## src/common/spicb_pkg.sv

```systemverilog
package spicb_pkg;

   // ***************************************************************
   // Register map (plain port, byte offsets)
   // ***************************************************************
   localparam logic [2:0] OFF_CTRL_FIRST = 3'h0;
   localparam logic [2:0] OFF_CTRL_SECOND = 3'h1;
   localparam logic [2:0] OFF_IRQ_ENABLE = 3'h2;
   localparam logic [2:0] OFF_IRQ_FLAG = 3'h3;
   localparam logic [2:0] OFF_DATA = 3'h4;

   // ***************************************************************
   // Field positions
   // ***************************************************************
   localparam int CF_ENABLE_BIT = 0;
   localparam int CF_BIT_ORDER_BIT = 6;
   localparam int CS_MODE_LSB = 0;
   localparam int CS_WAIT_RECV_BIT = 6;
   localparam int CS_BUF_EN_BIT = 7;
   localparam int FL_OVERFLOW_BIT = 0;
   localparam int FL_SELECT_BIT = 4;
   localparam int FL_EMPTY_BIT = 5;
   localparam int FL_XFER_BIT = 6;
   localparam int FL_RECV_BIT = 7;
   localparam int IE_NORMAL_BIT = 0;

   // ***************************************************************
   // Reset values and counts
   // ***************************************************************
   localparam logic [7:0] CTRL_RESET = 8'h00;
   localparam logic [7:0] IRQ_EN_RESET = 8'h00;
   localparam logic [7:0] FLAG_RESET = 8'h20;
   localparam logic [7:0] BYTE_ZERO = 8'h00;
   localparam logic [2:0] LAST_BIT = 3'h7;
   localparam logic [1:0] FIFO_DEPTH = 2'h2;
   localparam int EV_MIN_CYC = 2;
   localparam logic EV_HOLD_CNT = 1'(EV_MIN_CYC - 1);

   // Pin index inside the sync vectors
   localparam int PIN_SCK = 0;
   localparam int PIN_SEL = 1;
   localparam int PIN_MOSI = 2;

   typedef enum logic [1:0] {
      SPICB_IDLE = 2'b01,
      SPICB_SHIFT = 2'b10
   } spicb_state_t;

   // Register bus request
   typedef struct packed {
      logic [2:0] addr;
      logic [7:0] wdata;
      logic wr;
      logic rd;
   } spicb_req_t;

   // Whole module state
   typedef struct packed {
      logic [2:0] s1;
      logic [2:0] s2;
      logic [2:0] s3;
      logic [2:0] filt;
      spicb_state_t st;
      logic [2:0] bitcnt;
      logic pend;
      logic [7:0] tx_sh;
      logic [7:0] rx_sh;
      logic [7:0] txbuf;
      logic txbuf_full;
      logic sh_user;
      logic [7:0] fifo0;
      logic [7:0] fifo1;
      logic [1:0] fcnt;
      logic [7:0] ctrl_first_reg;
      logic [7:0] ctrl_second_reg;
      logic [7:0] irq_enable_reg;
      logic [7:0] irq_flag_reg;
      logic done_d1;
      logic done_d2;
      logic txc_ok;
      logic ev;
      logic ev_cnt;
      logic [7:0] rdata;
      logic miso;
      logic miso_oe;
      logic irq;
   } spicb_regs_t;

endpackage

```

## src/core/spicb_client.sv

```systemverilog
// Contract
// - Dummy-first buffered client sends one dummy byte before user data.
// - Dummy-first setting: every data write goes into the transmit buffer.
// - The dummy byte is whatever the shift register holds.
// - On byte completion a pending buffer value moves into the shift register.
// - Write while buffer full and empty flag low is dropped unchanged.
// - Empty flag clears on buffer write, sets when buffer moves to shifter.
// - Receive-complete flag sets one cycle after empty flag rises.
// - Transfer-complete sets one cycle after receive-complete, once all sent.
// - Immediate-start: write with select high loads shifter next cycle.
// - Immediate-start: later writes go to buffer, flags identical.
// - Select, MOSI, SCK are inputs; MISO follows direction and select.
// - Select low: drive MISO on SCK pulses if direction is output.
// - Select high: deactivated, ignore data, tri-state MISO.
// - Select rising resets state and bit counter, aborting the transfer.
// - Mode field picks phase and polarity; shift and latch opposite edges.
// - Leading edge is first edge of an SCK cycle, trailing the last.
// - Level event mirrors SCK, lasting at least two clock periods.
// - One interrupt output; sources depend on normal or buffered operation.
// - Each source has its own enable bit; normal mode gates both its flags with enable bit 0.
// - Interrupt holds while flag and enable are set, until flag cleared.
// - Modes 0..3: leading rising/falling, sample or setup; rising idles low.
// - Buffer enable gives two receive entries and one transmit buffer.
// - Bit order zero sends MSB first, one sends LSB first.
//
// The register offsets and strobed register access were left to the implementer.
`timescale 1ns/1ns
`default_nettype none

module spicb_client
   import spicb_pkg::*;
(
   input wire logic clock,
   input wire logic nrst,
   input wire logic [2:0] reg_addr,
   input wire logic [7:0] reg_wdata,
   input wire logic reg_wr,
   input wire logic reg_rd,
   output logic [7:0] reg_rdata,
   input wire logic sck_pin,
   input wire logic ss_n_pin,
   input wire logic mosi_pin,
   input wire logic miso_dir_out,
   output logic miso_o,
   output logic miso_oe,
   output logic spi_irq,
   output logic sck_event
);

   // ***************************************************************
   // State and derived controls
   // ***************************************************************
   spicb_regs_t r;
   spicb_regs_t n;
   spicb_req_t req;
   logic [2:0] filt_next;
   logic buffered;
   logic wait_recv;
   logic lsb_first;
   logic cpol;
   logic cpha;
   logic sel_now;
   logic sck_rise;
   logic sck_fall;
   logic lead_edge;
   logic trail_edge;
   logic sample_edge;
   logic setup_edge;
   logic sel_rise;
   logic sel_fall;
   logic data_wr;
   logic data_rd;
   logic byte_done;
   logic [7:0] rx_byte;
   logic buf_write_ok;

   assign req = '{addr: reg_addr, wdata: reg_wdata, wr: reg_wr, rd: reg_rd};

   // Change accepted only once stages two and three agree; stage one feeds only stage two
   genvar gi;
   generate
      for (gi = 0; gi < 3; gi++) begin : g_filt
         assign filt_next[gi] = (r.s2[gi] == r.s3[gi]) ? r.s3[gi] : r.filt[gi];
      end
   endgenerate

   // Control decode
   assign buffered = r.ctrl_second_reg[CS_BUF_EN_BIT];
   assign wait_recv = r.ctrl_second_reg[CS_WAIT_RECV_BIT];
   assign lsb_first = r.ctrl_first_reg[CF_BIT_ORDER_BIT];
   assign cpol = r.ctrl_second_reg[CS_MODE_LSB + 1];
   assign cpha = r.ctrl_second_reg[CS_MODE_LSB];
   assign sel_now = r.ctrl_first_reg[CF_ENABLE_BIT] & ~r.filt[PIN_SEL];

   // Edge classification on the filtered clock
   assign sck_rise = ~r.filt[PIN_SCK] & filt_next[PIN_SCK];
   assign sck_fall = r.filt[PIN_SCK] & ~filt_next[PIN_SCK];
   assign lead_edge = cpol ? sck_fall : sck_rise;
   assign trail_edge = cpol ? sck_rise : sck_fall;
   assign sample_edge = cpha ? trail_edge : lead_edge;
   assign setup_edge = cpha ? lead_edge : trail_edge;
   assign sel_rise = ~r.filt[PIN_SEL] & filt_next[PIN_SEL];
   assign sel_fall = r.filt[PIN_SEL] & ~filt_next[PIN_SEL];

   assign data_wr = req.wr && (req.addr == OFF_DATA);
   assign data_rd = req.rd && (req.addr == OFF_DATA);
   assign byte_done = sel_now && sample_edge && (r.bitcnt == LAST_BIT);
   assign rx_byte = lsb_first ? {r.filt[PIN_MOSI], r.rx_sh[7:1]} :
                                {r.rx_sh[6:0], r.filt[PIN_MOSI]};
   assign buf_write_ok = r.irq_flag_reg[FL_EMPTY_BIT];

   // ***************************************************************
   // Next-state logic
   // ***************************************************************
   always_comb begin
      n = r;
      n.s1 = {mosi_pin, ss_n_pin, sck_pin};
      n.s2 = r.s1;
      n.s3 = r.s2;
      n.filt = filt_next;
      n.done_d1 = 1'b0;
      n.done_d2 = r.done_d1;

      // Register writes; flags are write-one-to-clear, sets below win
      if (req.wr) begin
         case (req.addr)
            OFF_CTRL_FIRST: n.ctrl_first_reg = req.wdata;
            OFF_CTRL_SECOND: n.ctrl_second_reg = req.wdata;
            OFF_IRQ_ENABLE: n.irq_enable_reg = req.wdata;
            OFF_IRQ_FLAG: n.irq_flag_reg = r.irq_flag_reg & ~req.wdata;
            default: n.ctrl_first_reg = r.ctrl_first_reg;
         endcase
      end

      // Data writes: buffered path first, then normal path
      if (data_wr) begin
         if (buffered) begin
            if (wait_recv && r.filt[PIN_SEL] && !r.sh_user) begin
               n.tx_sh = req.wdata;
               n.sh_user = 1'b1;
            end else if (buf_write_ok) begin
               n.txbuf = req.wdata;
               n.txbuf_full = 1'b1;
               n.irq_flag_reg[FL_EMPTY_BIT] = 1'b0;
            end
            // Otherwise the byte is dropped and the buffer left alone
         end else if (r.bitcnt != 3'h0 || r.pend) begin
            n.irq_flag_reg[FL_XFER_BIT] = 1'b1; // write collision in normal mode
         end else begin
            n.tx_sh = req.wdata;
         end
      end

      // Reading data pops the receive queue
      if (data_rd && r.fcnt != 2'h0) begin
         n.fifo0 = r.fifo1;
         n.fcnt = r.fcnt - 2'h1;
      end

      // Shift engine; inactive while select is high
      case (r.st)
         SPICB_IDLE: begin
            n.bitcnt = 3'h0;
            n.pend = 1'b0;
            if (sel_now) begin
               n.st = SPICB_SHIFT;
            end
         end
         SPICB_SHIFT: begin
            // Edges count only while selected, so a late edge beside a deselect is dropped
            if (sample_edge && sel_now) begin
               n.rx_sh = rx_byte;
               n.bitcnt = r.bitcnt + 3'h1;
               n.pend = 1'b1;
            end
            if (setup_edge && r.pend && sel_now) begin
               // Shift only after a sample so the first bit stands before any edge
               n.tx_sh = lsb_first ? {1'b0, r.tx_sh[7:1]} : {r.tx_sh[6:0], 1'b0};
               n.pend = 1'b0;
            end
            if (byte_done) begin
               n.pend = 1'b0;
               n.done_d1 = 1'b1;
               // A write landing on this very edge still counts as pending
               n.txc_ok = !n.txbuf_full;
               if (n.txbuf_full) begin
                  n.tx_sh = n.txbuf;
                  n.txbuf_full = 1'b0;
                  n.sh_user = 1'b1;
                  n.irq_flag_reg[FL_EMPTY_BIT] = 1'b1;
               end else begin
                  n.sh_user = 1'b0; // next byte is whatever is left
               end
               // Queue the byte in the same edge that ends it
               if (n.fcnt == 2'h0) begin
                  n.fifo0 = rx_byte;
                  n.fcnt = 2'h1;
               end else if (n.fcnt == 2'h1) begin
                  n.fifo1 = rx_byte;
                  n.fcnt = FIFO_DEPTH;
               end else begin
                  n.irq_flag_reg[FL_OVERFLOW_BIT] = buffered;
               end
               if (!buffered) begin
                  n.irq_flag_reg[FL_RECV_BIT] = 1'b1; // normal mode byte flag
               end
            end
            if (!sel_now) begin
               // Abort: partial bytes are lost, counter realigns
               n.st = SPICB_IDLE;
               n.bitcnt = 3'h0;
               n.pend = 1'b0;
               n.rx_sh = BYTE_ZERO;
            end
         end
         default: begin
            n.st = SPICB_IDLE;
         end
      endcase

      // Buffered flag timing: receive then transfer complete
      if (buffered && r.done_d1) begin
         n.irq_flag_reg[FL_RECV_BIT] = 1'b1;
      end
      if (buffered && r.done_d2 && r.txc_ok) begin
         n.irq_flag_reg[FL_XFER_BIT] = 1'b1;
      end
      if (buffered && sel_fall) begin
         n.irq_flag_reg[FL_SELECT_BIT] = 1'b1;
      end

      // MISO drives only while selected and the pin points outward
      n.miso = lsb_first ? n.tx_sh[0] : n.tx_sh[7];
      n.miso_oe = sel_now && miso_dir_out && !sel_rise;

      // Single request line; buffered sources gated per bit, normal-mode sources by enable bit 0
      if (buffered) begin
         n.irq = |(r.irq_flag_reg[7:4] & r.irq_enable_reg[7:4]);
      end else begin
         n.irq = |r.irq_flag_reg[7:6] & r.irq_enable_reg[IE_NORMAL_BIT];
      end

      // Event follows SCK but each level is held two cycles minimum
      if (r.ev_cnt) begin
         n.ev_cnt = 1'b0;
      end else if (r.ev != r.filt[PIN_SCK]) begin
         n.ev = r.filt[PIN_SCK];
         n.ev_cnt = EV_HOLD_CNT;
      end

      // Read data stands in the cycle after the strobe only
      n.rdata = BYTE_ZERO;
      if (req.rd) begin
         case (req.addr)
            OFF_CTRL_FIRST: n.rdata = r.ctrl_first_reg;
            OFF_CTRL_SECOND: n.rdata = r.ctrl_second_reg;
            OFF_IRQ_ENABLE: n.rdata = r.irq_enable_reg;
            OFF_IRQ_FLAG: n.rdata = r.irq_flag_reg;
            OFF_DATA: n.rdata = r.fifo0;
            default: n.rdata = BYTE_ZERO;
         endcase
      end
   end

   // ***************************************************************
   // State register
   // ***************************************************************
   always_ff @(posedge clock or negedge nrst) begin
      if (!nrst) begin
         r <= '0;
         r.s1 <= 3'h2;
         r.s2 <= 3'h2;
         r.s3 <= 3'h2;
         r.filt <= 3'h2;
         r.st <= SPICB_IDLE;
         r.ctrl_first_reg <= CTRL_RESET;
         r.ctrl_second_reg <= CTRL_RESET;
         r.irq_enable_reg <= IRQ_EN_RESET;
         r.irq_flag_reg <= FLAG_RESET;
      end else begin
         r <= n;
      end
   end

   assign reg_rdata = r.rdata;
   assign miso_o = r.miso;
   assign miso_oe = r.miso_oe;
   assign spi_irq = r.irq;
   assign sck_event = r.ev;

   // ***************************************************************
   // Checks
   // ***************************************************************
   recv_after_empty_a: assert property (
      @(posedge clock) disable iff (!nrst)
      buffered && $rose(r.irq_flag_reg[FL_EMPTY_BIT]) && !$past(data_wr)
      |-> ##1 r.irq_flag_reg[FL_RECV_BIT])
      else $error("receive flag not set one cycle after empty flag");

   xfer_after_recv_a: assert property (
      @(posedge clock) disable iff (!nrst)
      buffered && r.done_d1 && r.txc_ok |-> ##1 r.irq_flag_reg[FL_RECV_BIT]
      ##1 r.irq_flag_reg[FL_XFER_BIT])
      else $error("transfer flag not one cycle after receive flag");

   full_write_drop_a: assert property (
      @(posedge clock) disable iff (!nrst)
      data_wr && buffered && r.txbuf_full && !buf_write_ok
      |=> r.txbuf == $past(r.txbuf))
      else $error("write into full buffer altered it");

   empty_clear_a: assert property (
      @(posedge clock) disable iff (!nrst)
      data_wr && buffered && buf_write_ok && !(wait_recv && r.filt[PIN_SEL] && !r.sh_user)
      && !byte_done |=> !r.irq_flag_reg[FL_EMPTY_BIT] && r.txbuf_full)
      else $error("buffer write did not clear empty flag");

   immediate_load_a: assert property (
      @(posedge clock) disable iff (!nrst)
      data_wr && buffered && wait_recv && r.filt[PIN_SEL] && !r.sh_user
      |=> r.tx_sh == $past(req.wdata))
      else $error("immediate write not in shift register");

   dummy_keep_a: assert property (
      @(posedge clock) disable iff (!nrst)
      data_wr && buffered && !wait_recv && r.st == SPICB_IDLE
      |=> r.tx_sh == $past(r.tx_sh))
      else $error("dummy-first write reached shift register");

   miso_tristate_a: assert property (
      @(posedge clock) disable iff (!nrst)
      r.filt[PIN_SEL] |=> !miso_oe)
      else $error("MISO driven while deselected");

   abort_reset_a: assert property (
      @(posedge clock) disable iff (!nrst)
      r.st == SPICB_SHIFT && r.filt[PIN_SEL] |=> r.bitcnt == 3'h0 && r.st == SPICB_IDLE)
      else $error("deselect did not reset bit counter");

   irq_hold_a: assert property (
      @(posedge clock) disable iff (!nrst)
      buffered && $stable(r.ctrl_second_reg)
      && |(r.irq_flag_reg[7:4] & r.irq_enable_reg[7:4]) |=> spi_irq)
      else $error("interrupt not asserted for enabled flag");

   event_hold_a: assert property (
      @(posedge clock) disable iff (!nrst)
      $changed(sck_event) |=> $stable(sck_event))
      else $error("event level shorter than two cycles");

endmodule

`default_nettype wire

```

## config.mk

```make
export PLATFORM = sky130hd
export DESIGN_NAME = spicb_client
export DESIGN_NICKNAME = d
export VERILOG_FILES = /design/src/common/spicb_pkg.sv /design/src/core/spicb_client.sv
export SDC_FILE = /design/constraint.sdc
export NUM_CORES = 1
export LEC_CHECK = 0
export BUFFER_PORTS_ARGS = -buffer_cell sky130_fd_sc_hd__buf_2
export CORE_MARGIN = 2
export CORE_UTILIZATION = 60
export CTS_CLUSTER_DIAMETER = 200
export CTS_CLUSTER_SIZE = 8
export DETAILED_ROUTE_END_ITERATION = 6
export PLACE_DENSITY = 0.79
export SETUP_SLACK_MARGIN = 0.3
export SLEW_MARGIN = 20
export SYNTH_ARGS = -nofsm -noshare
export SYNTH_HDL_FRONTEND = slang
export SYNTH_SLANG_ARGS = --single-unit
```

## constraint.sdc

```tcl
create_clock -name clock -period 2.7 [get_ports clock]
set_input_delay 0.135 -clock clock [delete_from_list [all_inputs] [get_ports clock]]
set_output_delay 0.135 -clock clock [all_outputs]
set_load 0.05 [all_outputs]
```

* After elaboration in Yosys (flattened, before gate mapping)
Index checks and enable logic that the tools add are counted.
Storage, ports and cells: logic and storage cells 169, register bits 110, input port bits 19, output and inout port bits 12
Operators by class: eq/ne operators 17, muxes and demuxes 64, reduce and logical (&&, ||, !) cells 40, bitwise logic cells 15, $add $sub $neg 2
Operator list (number):
- $mux 8 | 15
- $mux 20 | 2
- $pmux 8 s5 | 1
- $mux 9 | 4
- $mux 10 | 3
- $mux 1 | 28
- $reduce_and 2->1 | 11
- $mux 16 | 1
- $logic_and 1x1->1 | 15
- $mux 2 | 6
- $and 8x8->8 | 1
- $not 8->8 | 1
- $pmux 4 s2 | 1
- $reduce_bool 2->1 | 4
- $and 1x1->1 | 6
- $eq 3x2->1 const B | 2
- $eq 3x3->1 const B | 2
- $mux 6 | 1
- $not 1->1 | 6
- $ne 5x5->1 const B | 1
- $and 4x4->4 | 1
- $eq 2x1->1 const B | 2
- $mux 4 | 1
- $ne 2x2->1 const B | 2
- 17 further kinds | 21

* Longest topological paths before layout
Gate-level depths: netlist of run 1.
depth in word-level cells 13, gate-level depth with buffers 11, gate-level depth less buffers 9

* Worst setup path after synthesis of run 1
OpenSTA, ideal clock, no wires.
kind register to register, start register r[101] in the netlist's numbering, end register r[56] in the netlist's numbering, arrival 1.966 ns, stages on the path, launching flop included 10, period minus slack after synthesis 2.095 ns, required time 2.572 ns, library setup time 0.128 ns, buffers on the path 2, slack 0.605 ns, cells stage by stage dfrtp_1 or3b_1 mux2_4 or3_1 buf_6 clkinv_4 nand3b_4 buf_6 nand2_2 o21ai_2
Between the ends: word-level cells in the longest chain between the ends 9, elaborated cells on any way between the ends 11, those cells by class eq/ne (1); mux (4); bitwise (3); reduce/logical (3)
RTL lines:
- from (decl) | RTL line spicb_client.sv:53 | spicb_regs_t r;
- from (signal assigned) | RTL line spicb_client.sv:281 | r <= n;
- $eq 1x1->1 | RTL line spicb_client.sv:83 | assign filt_next[gi] = (r.s2[gi] == r.s3[gi]) ? r.s3[gi] : r.filt[gi];
- $mux 1 * | RTL line spicb_client.sv:83
- $not 1->1 | RTL line spicb_client.sv:97 | assign sck_fall = r.filt[PIN_SCK] & ~filt_next[PIN_SCK];
- $and 1x1->1 | RTL line spicb_client.sv:97
- $mux 1 (on tied branches) | RTL line spicb_client.sv:98, spicb_client.sv:99
- $mux 1 * | RTL line spicb_client.sv:100 | assign sample_edge = cpha ? trail_edge : lead_edge;
- $logic_and 1x1->1 * (2 in a row) | RTL line spicb_client.sv:107 | assign byte_done = sel_now && sample_edge && (r.bitcnt == LAST_BIT);
- $reduce_and 4->1 (no line) *
Every way passes the cells marked *; elsewhere a longest branch is shown, timed or not. A chain may end at the register's enable or synchronous reset.

==> results of run 1 <==
## power groups by stage
stage / Clock [mW] / Combinational (mW) / Sequential [mW]
floorplan: 0 / 0.474 / 2.03
global placement: 0 / 0.690 / 2.01
detailed placement: 0 / 0.722 / 2.02
CTS: 0.904 / 0.732 / 1.99
global route: 0.969 / 0.797 / 2.02
finish: 0.878 / 0.730 / 1.99
## cell type report
| cell class | count | area share [%] |
|---|---|---|
| Sequential cell | 110 | 49.61 |
| Timing Repair Buffer | 47 | 5.487 |
| Tap cell | 105 | 2.361 |
| Multi-Input combinational cell | 289 | 38.34 |
| Inverter | 17 | 1.237 |
| Clock buffer | 11 | 2.361 |
| Clock inverter | 5 | 0.6072 |
## kinds of logic (layout without fill, tap and decap cells)
logic type               Yosys count  count (layout)  synth area share (%)
buffers and inverters             42              80                 4.387
flip-flops                       110             110                 54.07
AO/OA/AOI/OAI                     98              98                 12.79
XOR/XNOR                           3               3                0.5148
multiplexers                      75              75                 15.64
adder cells (fa/ha/maj)            9               9                 2.108
AND/OR/NAND/NOR                  104             104                 10.49
## flip-flops by register name, summed over array words and instances, names as in the netlist
signal        flops
sck_event         1
miso_oe           1
cpol              1
lsb_first         1
cpha              1
spi_irq           1
buffered          1
miso_o            1
reg_rdata         8
r                86
buf_write_ok      1
n                 7
## cell usage in the layout, fill, tap and decap left out, types with 3 or more instances in the layout
master	netlist	layout
clkbuf_8	0	9
nand3_1	3	3
and2_1	6	6
buf_2	1	29
nand2b_1	3	3
mux2i_1	40	40
inv_1	16	16
nand2_1	42	42
o21ai_2	10	10
dfrtp_1	104	104
a21oi_1	23	23
a22oi_1	17	17
dlygate4sd3_1	0	5
dfstp_2	6	6
buf_4	8	12
o21ai_0	24	24
nand3b_1	3	3
nor2b_1	4	4
nor2_1	19	19
nor3_1	5	5
ha_1	7	7
nand2_2	3	3
a22o_1	8	8
mux2_2	34	34
a21boi_0	3	3
nand4_1	3	3
## stage by stage
step / setup WS (ns) / power [mW]
global placement: 0.3735 / 2.698
detailed placement: 0.3519 / 2.739
floorplan: 0.6055 / 2.504
CTS: 0.3259 / 3.621
global route: 0.3219 / 3.783
finish: 0.4230 / 3.600
## metal layers
metal	vias up	global-route usage, %	part of all wire, %
li1	1620	-	-
met1	1702	36.53	44
met2	97	39.87	48
met3	19	4.385	6.0
met4	0	7.619	1.9
met5	-	0	0
## path summary, 6_finish.rpt
kind,endpoint,cells after the start
max reg2reg,miso_o,6
min,r[17],2
min reg2reg,n[101],0
min in group asynchronous,buffered,2
max,miso_o,6
max in group asynchronous,buf_write_ok,3
## what timing repair did
item / in CTS / in global routing
gates resized for setup: 0 / 2
setup endpoints to repair: 0 / 16
setup buffers: 0 / 0
endpoints found under the hold margin: 45 / 0
hold buffers: 5 / 0
## worst max-delay path, stage by stage (launching register included)
cell and delay (ns):
dfrtp_1 0.41, or3b_1 0.39, mux2_4 0.30, or2_4 0.32, o21a_4 0.27, a21o_1 0.18
o32ai_1 0.30
==> flow_metrics.py, run 1 <==
metrics = {
    "run_status": {
        "status": "finished, final reports clean",
    },
    "yosys": {
        "synthCells": 441,
        "synth_top_area_share_pct": 50.98,
        "synth_cell_types": 50,
        "synth_commonest_cells": "dfrtp_1 (104), nand2_1 (42), mux2i_1 (40), mux2_2 (34), o21ai_0 (24)",
        "yosys-top-cells-area": "dfrtp_1 (51%), mux2i_1 (7.8%), mux2_2 (7.5%)",
        "seq_area_frac_synth_pct": 54.07,
        "synth-edff-count": 0,
        "ys_seq_elements": 110,
        "ys.flop_type": "dfrtp_1",
        "syn_area_sq_mm": 0.005105,
        "synth-async-reset-ratio_pct": 100.0,
        "syn_avg_cell_area_sq_um": 11.58,
        "yosysWarnings": 0,
        "syn_nets": 467,
        "synthMostInstantiatedCell": "dfrtp_1",
        "yosysTopAreaCell": "dfrtp_1",
    },
    "pwr": {
        "switching_share_pct": 30.85,
        "switching_power_mw": 1.111,
        "powerDensity_mw_per_mm2": 647.0,
        "p_seq_share_pct": 55.3,
        "ir_drop_v": 0.0004520,
        "comb_power_share_pct": 20.3,
        "p_int_mw": 2.489,
        "p_leak_nw": 2.675,
        "pwr-share-clk_pct": 24.4,
    },
    "sta": {
        "hold_viol": 0,
        "layout_min_cycle_time_ns": 2.277,
        "fin_setup_tns_ns": 0,
        "worstMarginPinSlew_ns": 0.7880,
        "slew_violations": 0,
        "relSlewSlack_pct": 47.24,
        "min_period_over_period_pct": 84.33,
        "final-setup-viol-count": 0,
        "finalClockSkew_ns": 0.01203,
        "fmax_ghz": 0.4392,
        "rsz0062_at_grt": "no",
        "whs_ns": 0.06422,
    },
    "global_routing": {
        "grt_pass1_vias": 3405,
        "antenna_found_initial": 0,
        "grt_pass1_wl_um": 17390,
        "overflow": 0,
        "grtUsageTotal_pct": 25.43,
        "grt_max_degree": 65,
    },
    "run": {
        "drv_cap": 0,
    },
    "cells_and_area": {
        "multi_input_area_sq_mm": 0.002133,
        "final_cells": 584,
        "n_fill_cell": 641,
        "nets": 500,
        "antenna_cells": 0,
        "syn_to_final_growth_pct": 8.995,
        "final_area_sq_mm": 0.005564,
        "fin_util_pct": 67.72,
        "layout-drive-gt1-share_pct": 24.63,
        "regArea_sq_mm": 0.002760,
    },
    "die": {
        "die_w_um": 96.24,
        "die-height_um": 96.24,
        "num_rows": 33,
        "die_area_sq_mm": 0.009262,
        "core_area_sq_mm": 0.008217,
        "start_util_pct": 62.13,
        "io_pins": 31,
    },
    "clock_network": {
        "htreeDepth": 3,
        "clockBufferDepth": 2,
        "clockRootBuffer": "clkbuf_8",
        "clk_latency_ns": 0.37,
        "tritoncts": "built",
        "clk_pin_slew_ns": 0.10,
        "cts.sinks": 110,
        "numCtsBuffers": 9,
    },
    "drt": {
        "drc": 0,
        "first_pass_iters": 4,
        "drtAntennaViolNets": 0,
        "dr_total_vias": 3438,
        "drt_iter0_markers": 173,
        "viasPerCell": 5.887,
        "routed_wl_um": 10740,
        "wl_per_cell_um": 18.39,
    },
    "hold_path": {
        "min_path_type": "in -> reg",
        "holdCritStartpoint": "reg_wdata[1]",
    },
    "setup_path": {
        "setup.worst_path.start": "r[101]",
        "reg2reg_from": "r[101]",
        "start_kind": "flop",
        "crit_arrival_ns": 2.54,
        "reg2reg_slack_ns": 0.42,
        "crit_type": "reg -> reg",
        "cp-end-kind": "flop",
        "cp.required_ns": 2.96,
        "critPathMaxFanout": 11,
    },
    "place": {
        "postPlaceCellArea_sq_mm": 0.005336,
        "dp.cells": 563,
        "dpl.hpwl_um": 7644,
        "port-buffer-count": 30,
        "gp_congestion": 0.8368,
    },
}
Power figures use the tool's default switching activity.
==> run 2, diff against run 1 <==
- CORE_UTILIZATION: 60 -> 55
- PLACE_DENSITY: 0.79 -> 0.76
- clock period: 2.7 -> 1.9 ns (I/O delays scaled with it)
==> run 2 against run 1 <==
- the flow now finishes with violations (negative setup slack)
- die area increased by 8.7%
- highest routed layer unchanged
- setup slack got worse by 0.64 ns
- clock power up 69%
- core utilization up 0.69 points
- register-to-register slack worse by 0.64 ns
- largest cell class unchanged
- critical path depth increased by 2
- largest power group unchanged
- final cell count up 9.8%
==> flow_metrics.py, run 2 (same netlist as run 1, synthesis figures left out) <==
metrics = {
    "drt": {
        "drtAntennaViolNets": 0,
        "viasPerCell": 5.860,
        "dr_total_vias": 3756,
        "drc": 0,
        "first_pass_iters": 6,
        "drt_iter0_markers": 211,
        "routed_wl_um": 12060,
        "wl_per_cell_um": 18.81,
    },
    "cells_and_area": {
        "syn_to_final_growth_pct": 22.06,
        "mostFrequentLayoutCell": "dfrtp_1",
        "antenna_cells": 0,
        "layout-drive-gt1-share_pct": 37.74,
        "regMostFlops": "r",
        "fin_util_pct": 68.41,
        "final_cell_mix": "dfrtp_1 (104), buf_4 (52), mux2i_1 (40), mux2_2 (34), nand2_1 (33)",
        "nets": 552,
        "largest_reg_flops": 86,
    },
    "setup_path": {
        "cp.required_ns": 2.13,
        "rr_worst_depth": 8,
        "crit_type": "reg -> reg",
        "reg2reg_slack_ns": -0.22,
        "critPathMaxFanout": 8,
        "cp_slowest_stage_delay_ns": 0.40,
        "crit_chain": "or3b_4 > mux2_4 > or3_4 > clkinv_8 > buf_4 > nand2_8 > nand2_1 > o21ai_0",
        "cpLargestDelayFamily": "simple AND/OR/NAND/NOR gates",
        "crit_cells": 8,
        "crit_arrival_ns": 2.35,
        "crit_buf_inv": 2,
        "reg2reg_to": "r[62]",
        "critPathSlowestCell": "dfrtp_1",
        "cp-end-kind": "flop",
        "start_kind": "flop",
        "reg2reg_from": "r[101]",
    },
    "sta": {
        "worstMarginPinSlew_ns": 0.5031,
        "finalClockSkew_ns": 0.01210,
        "hold_viol": 0,
        "slew_violations": 0,
        "min_period_over_period_pct": 111.5,
        "layout_min_cycle_time_ns": 2.119,
        "fmax_ghz": 0.4718,
        "rsz0062_at_grt": "yes",
        "final-setup-viol-count": 42,
        "relSlewSlack_pct": 66.28,
        "fin_ws_ns": -0.2194,
    },
    "run_status": {
        "status": "finished, violations left",
        "violations": "negative setup slack",
    },
    "place": {
        "gp_congestion": 0.8569,
        "dp_slack_ns": -0.2755,
        "dpl.hpwl_um": 8184,
        "port-buffer-count": 30,
    },
    "die": {
        "num_rows": 35,
        "die_w_um": 100.3,
        "core_area_sq_mm": 0.009109,
        "start_util_pct": 56.04,
        "die_area_sq_mm": 0.01007,
        "io_pins": 31,
        "die-height_um": 100.3,
    },
    "global_routing": {
        "grtUsageTotal_pct": 24.93,
        "top_usage_layer": "met2",
        "grt_max_degree": 38,
        "grt_pass1_vias": 3806,
        "overflow": 0,
        "met1_usage_pct": 33.57,
        "antenna_found_initial": 0,
        "grt_pass1_wl_um": 19280,
        "use_met3_pct": 4.526,
        "grt_util_met2_pct": 41.46,
    },
    "clock_network": {
        "numCtsBuffers": 9,
        "htreeDepth": 3,
        "clk_latency_ns": 0.37,
        "clockRootBuffer": "clkbuf_8",
        "clk_pin_slew_ns": 0.10,
        "clockBufferDepth": 2,
        "tritoncts": "built",
        "cts.sinks": 110,
    },
    "hold_path": {
        "hold_path_depth": 2,
        "min_path_type": "in -> reg",
        "holdCritStartpoint": "reg_wdata[1]",
        "min_to": "r[17]",
    },
    "pwr": {
        "ir_drop_v": 0.0006036,
        "powerDensity_mw_per_mm2": 917.3,
        "p_leak_nw": 2.995,
    },
    "run": {
        "drv_cap": 0,
    },
}
## run 2: where the power goes
part | switching [mW] | internal [mW]
registers | 0.182 | 2.61
clock network | 0.744 | 0.735
logic | 0.768 | 0.674
## run 2: worst max-delay path by stage
stage | from | end | slack (ns)
3_5_place_dp | n[101] | r[87] | -0.28
3_3_place_gp | n[101] | r[86] | -0.23
4_1_cts | r[101] | r[52] | -0.15
2_1_floorplan | n[101] | miso_o | -0.17
5_1_grt | r[101] | r[52] | -0.26
6_report | r[101] | r[62] | -0.22
## run 2: area by class of cell
type	count	area (sq um)
clock inverters	4	72.57
repair buffers	98	749.5
multi-input cells	290	2302
inverters	17	76.32
well taps	111	138.9
clock buffers	11	131.4
fillers	682	2878
flip-flops and latches	110	2760
## run 2: timing repair
action                     CTS  global route
hold endpoints to repair    34             0
pin swaps                   17            15
buffers inserted             4             3
resized for setup           31            24
hold buffers                 7             0
cloned                       1             1
setup endpoints to repair   46            46
## run 2: worst reg2reg max path, cell delays in order, from the launching register on
cell      delay [ns]
dfrtp_1         0.40
or3b_4          0.40
mux2_4          0.30
or3_4           0.38
clkinv_8        0.07
buf_4           0.16
nand2_8         0.09
nand2_1         0.09
o21ai_0         0.10
## run 2: per-stage QoR
stage,total power [mW],hold slack [ns],instance area [sq um],instances,TNS (ns)
after detailed placement,4.113,0.06613,5692,610,-6.371
after floorplan,3.574,-0.2006,5160,441,-2.084
after global routing,5.962,0.01696,6231,641,-6.784
final,5.716,0.02081,6231,641,-4.741
after global placement,4.043,0.06826,5692,610,-4.965
after CTS,5.652,0.004570,6117,637,-3.000
## run 2: per-layer routing
layer  part of all wire [%]  up-vias  wire length, um
li1                       -     1725                -
met1                     43     1897             5194
met2                     50      116             6010
met3                    5.3       18              636
met4                    1.8        0              214
met5                      0        -                0
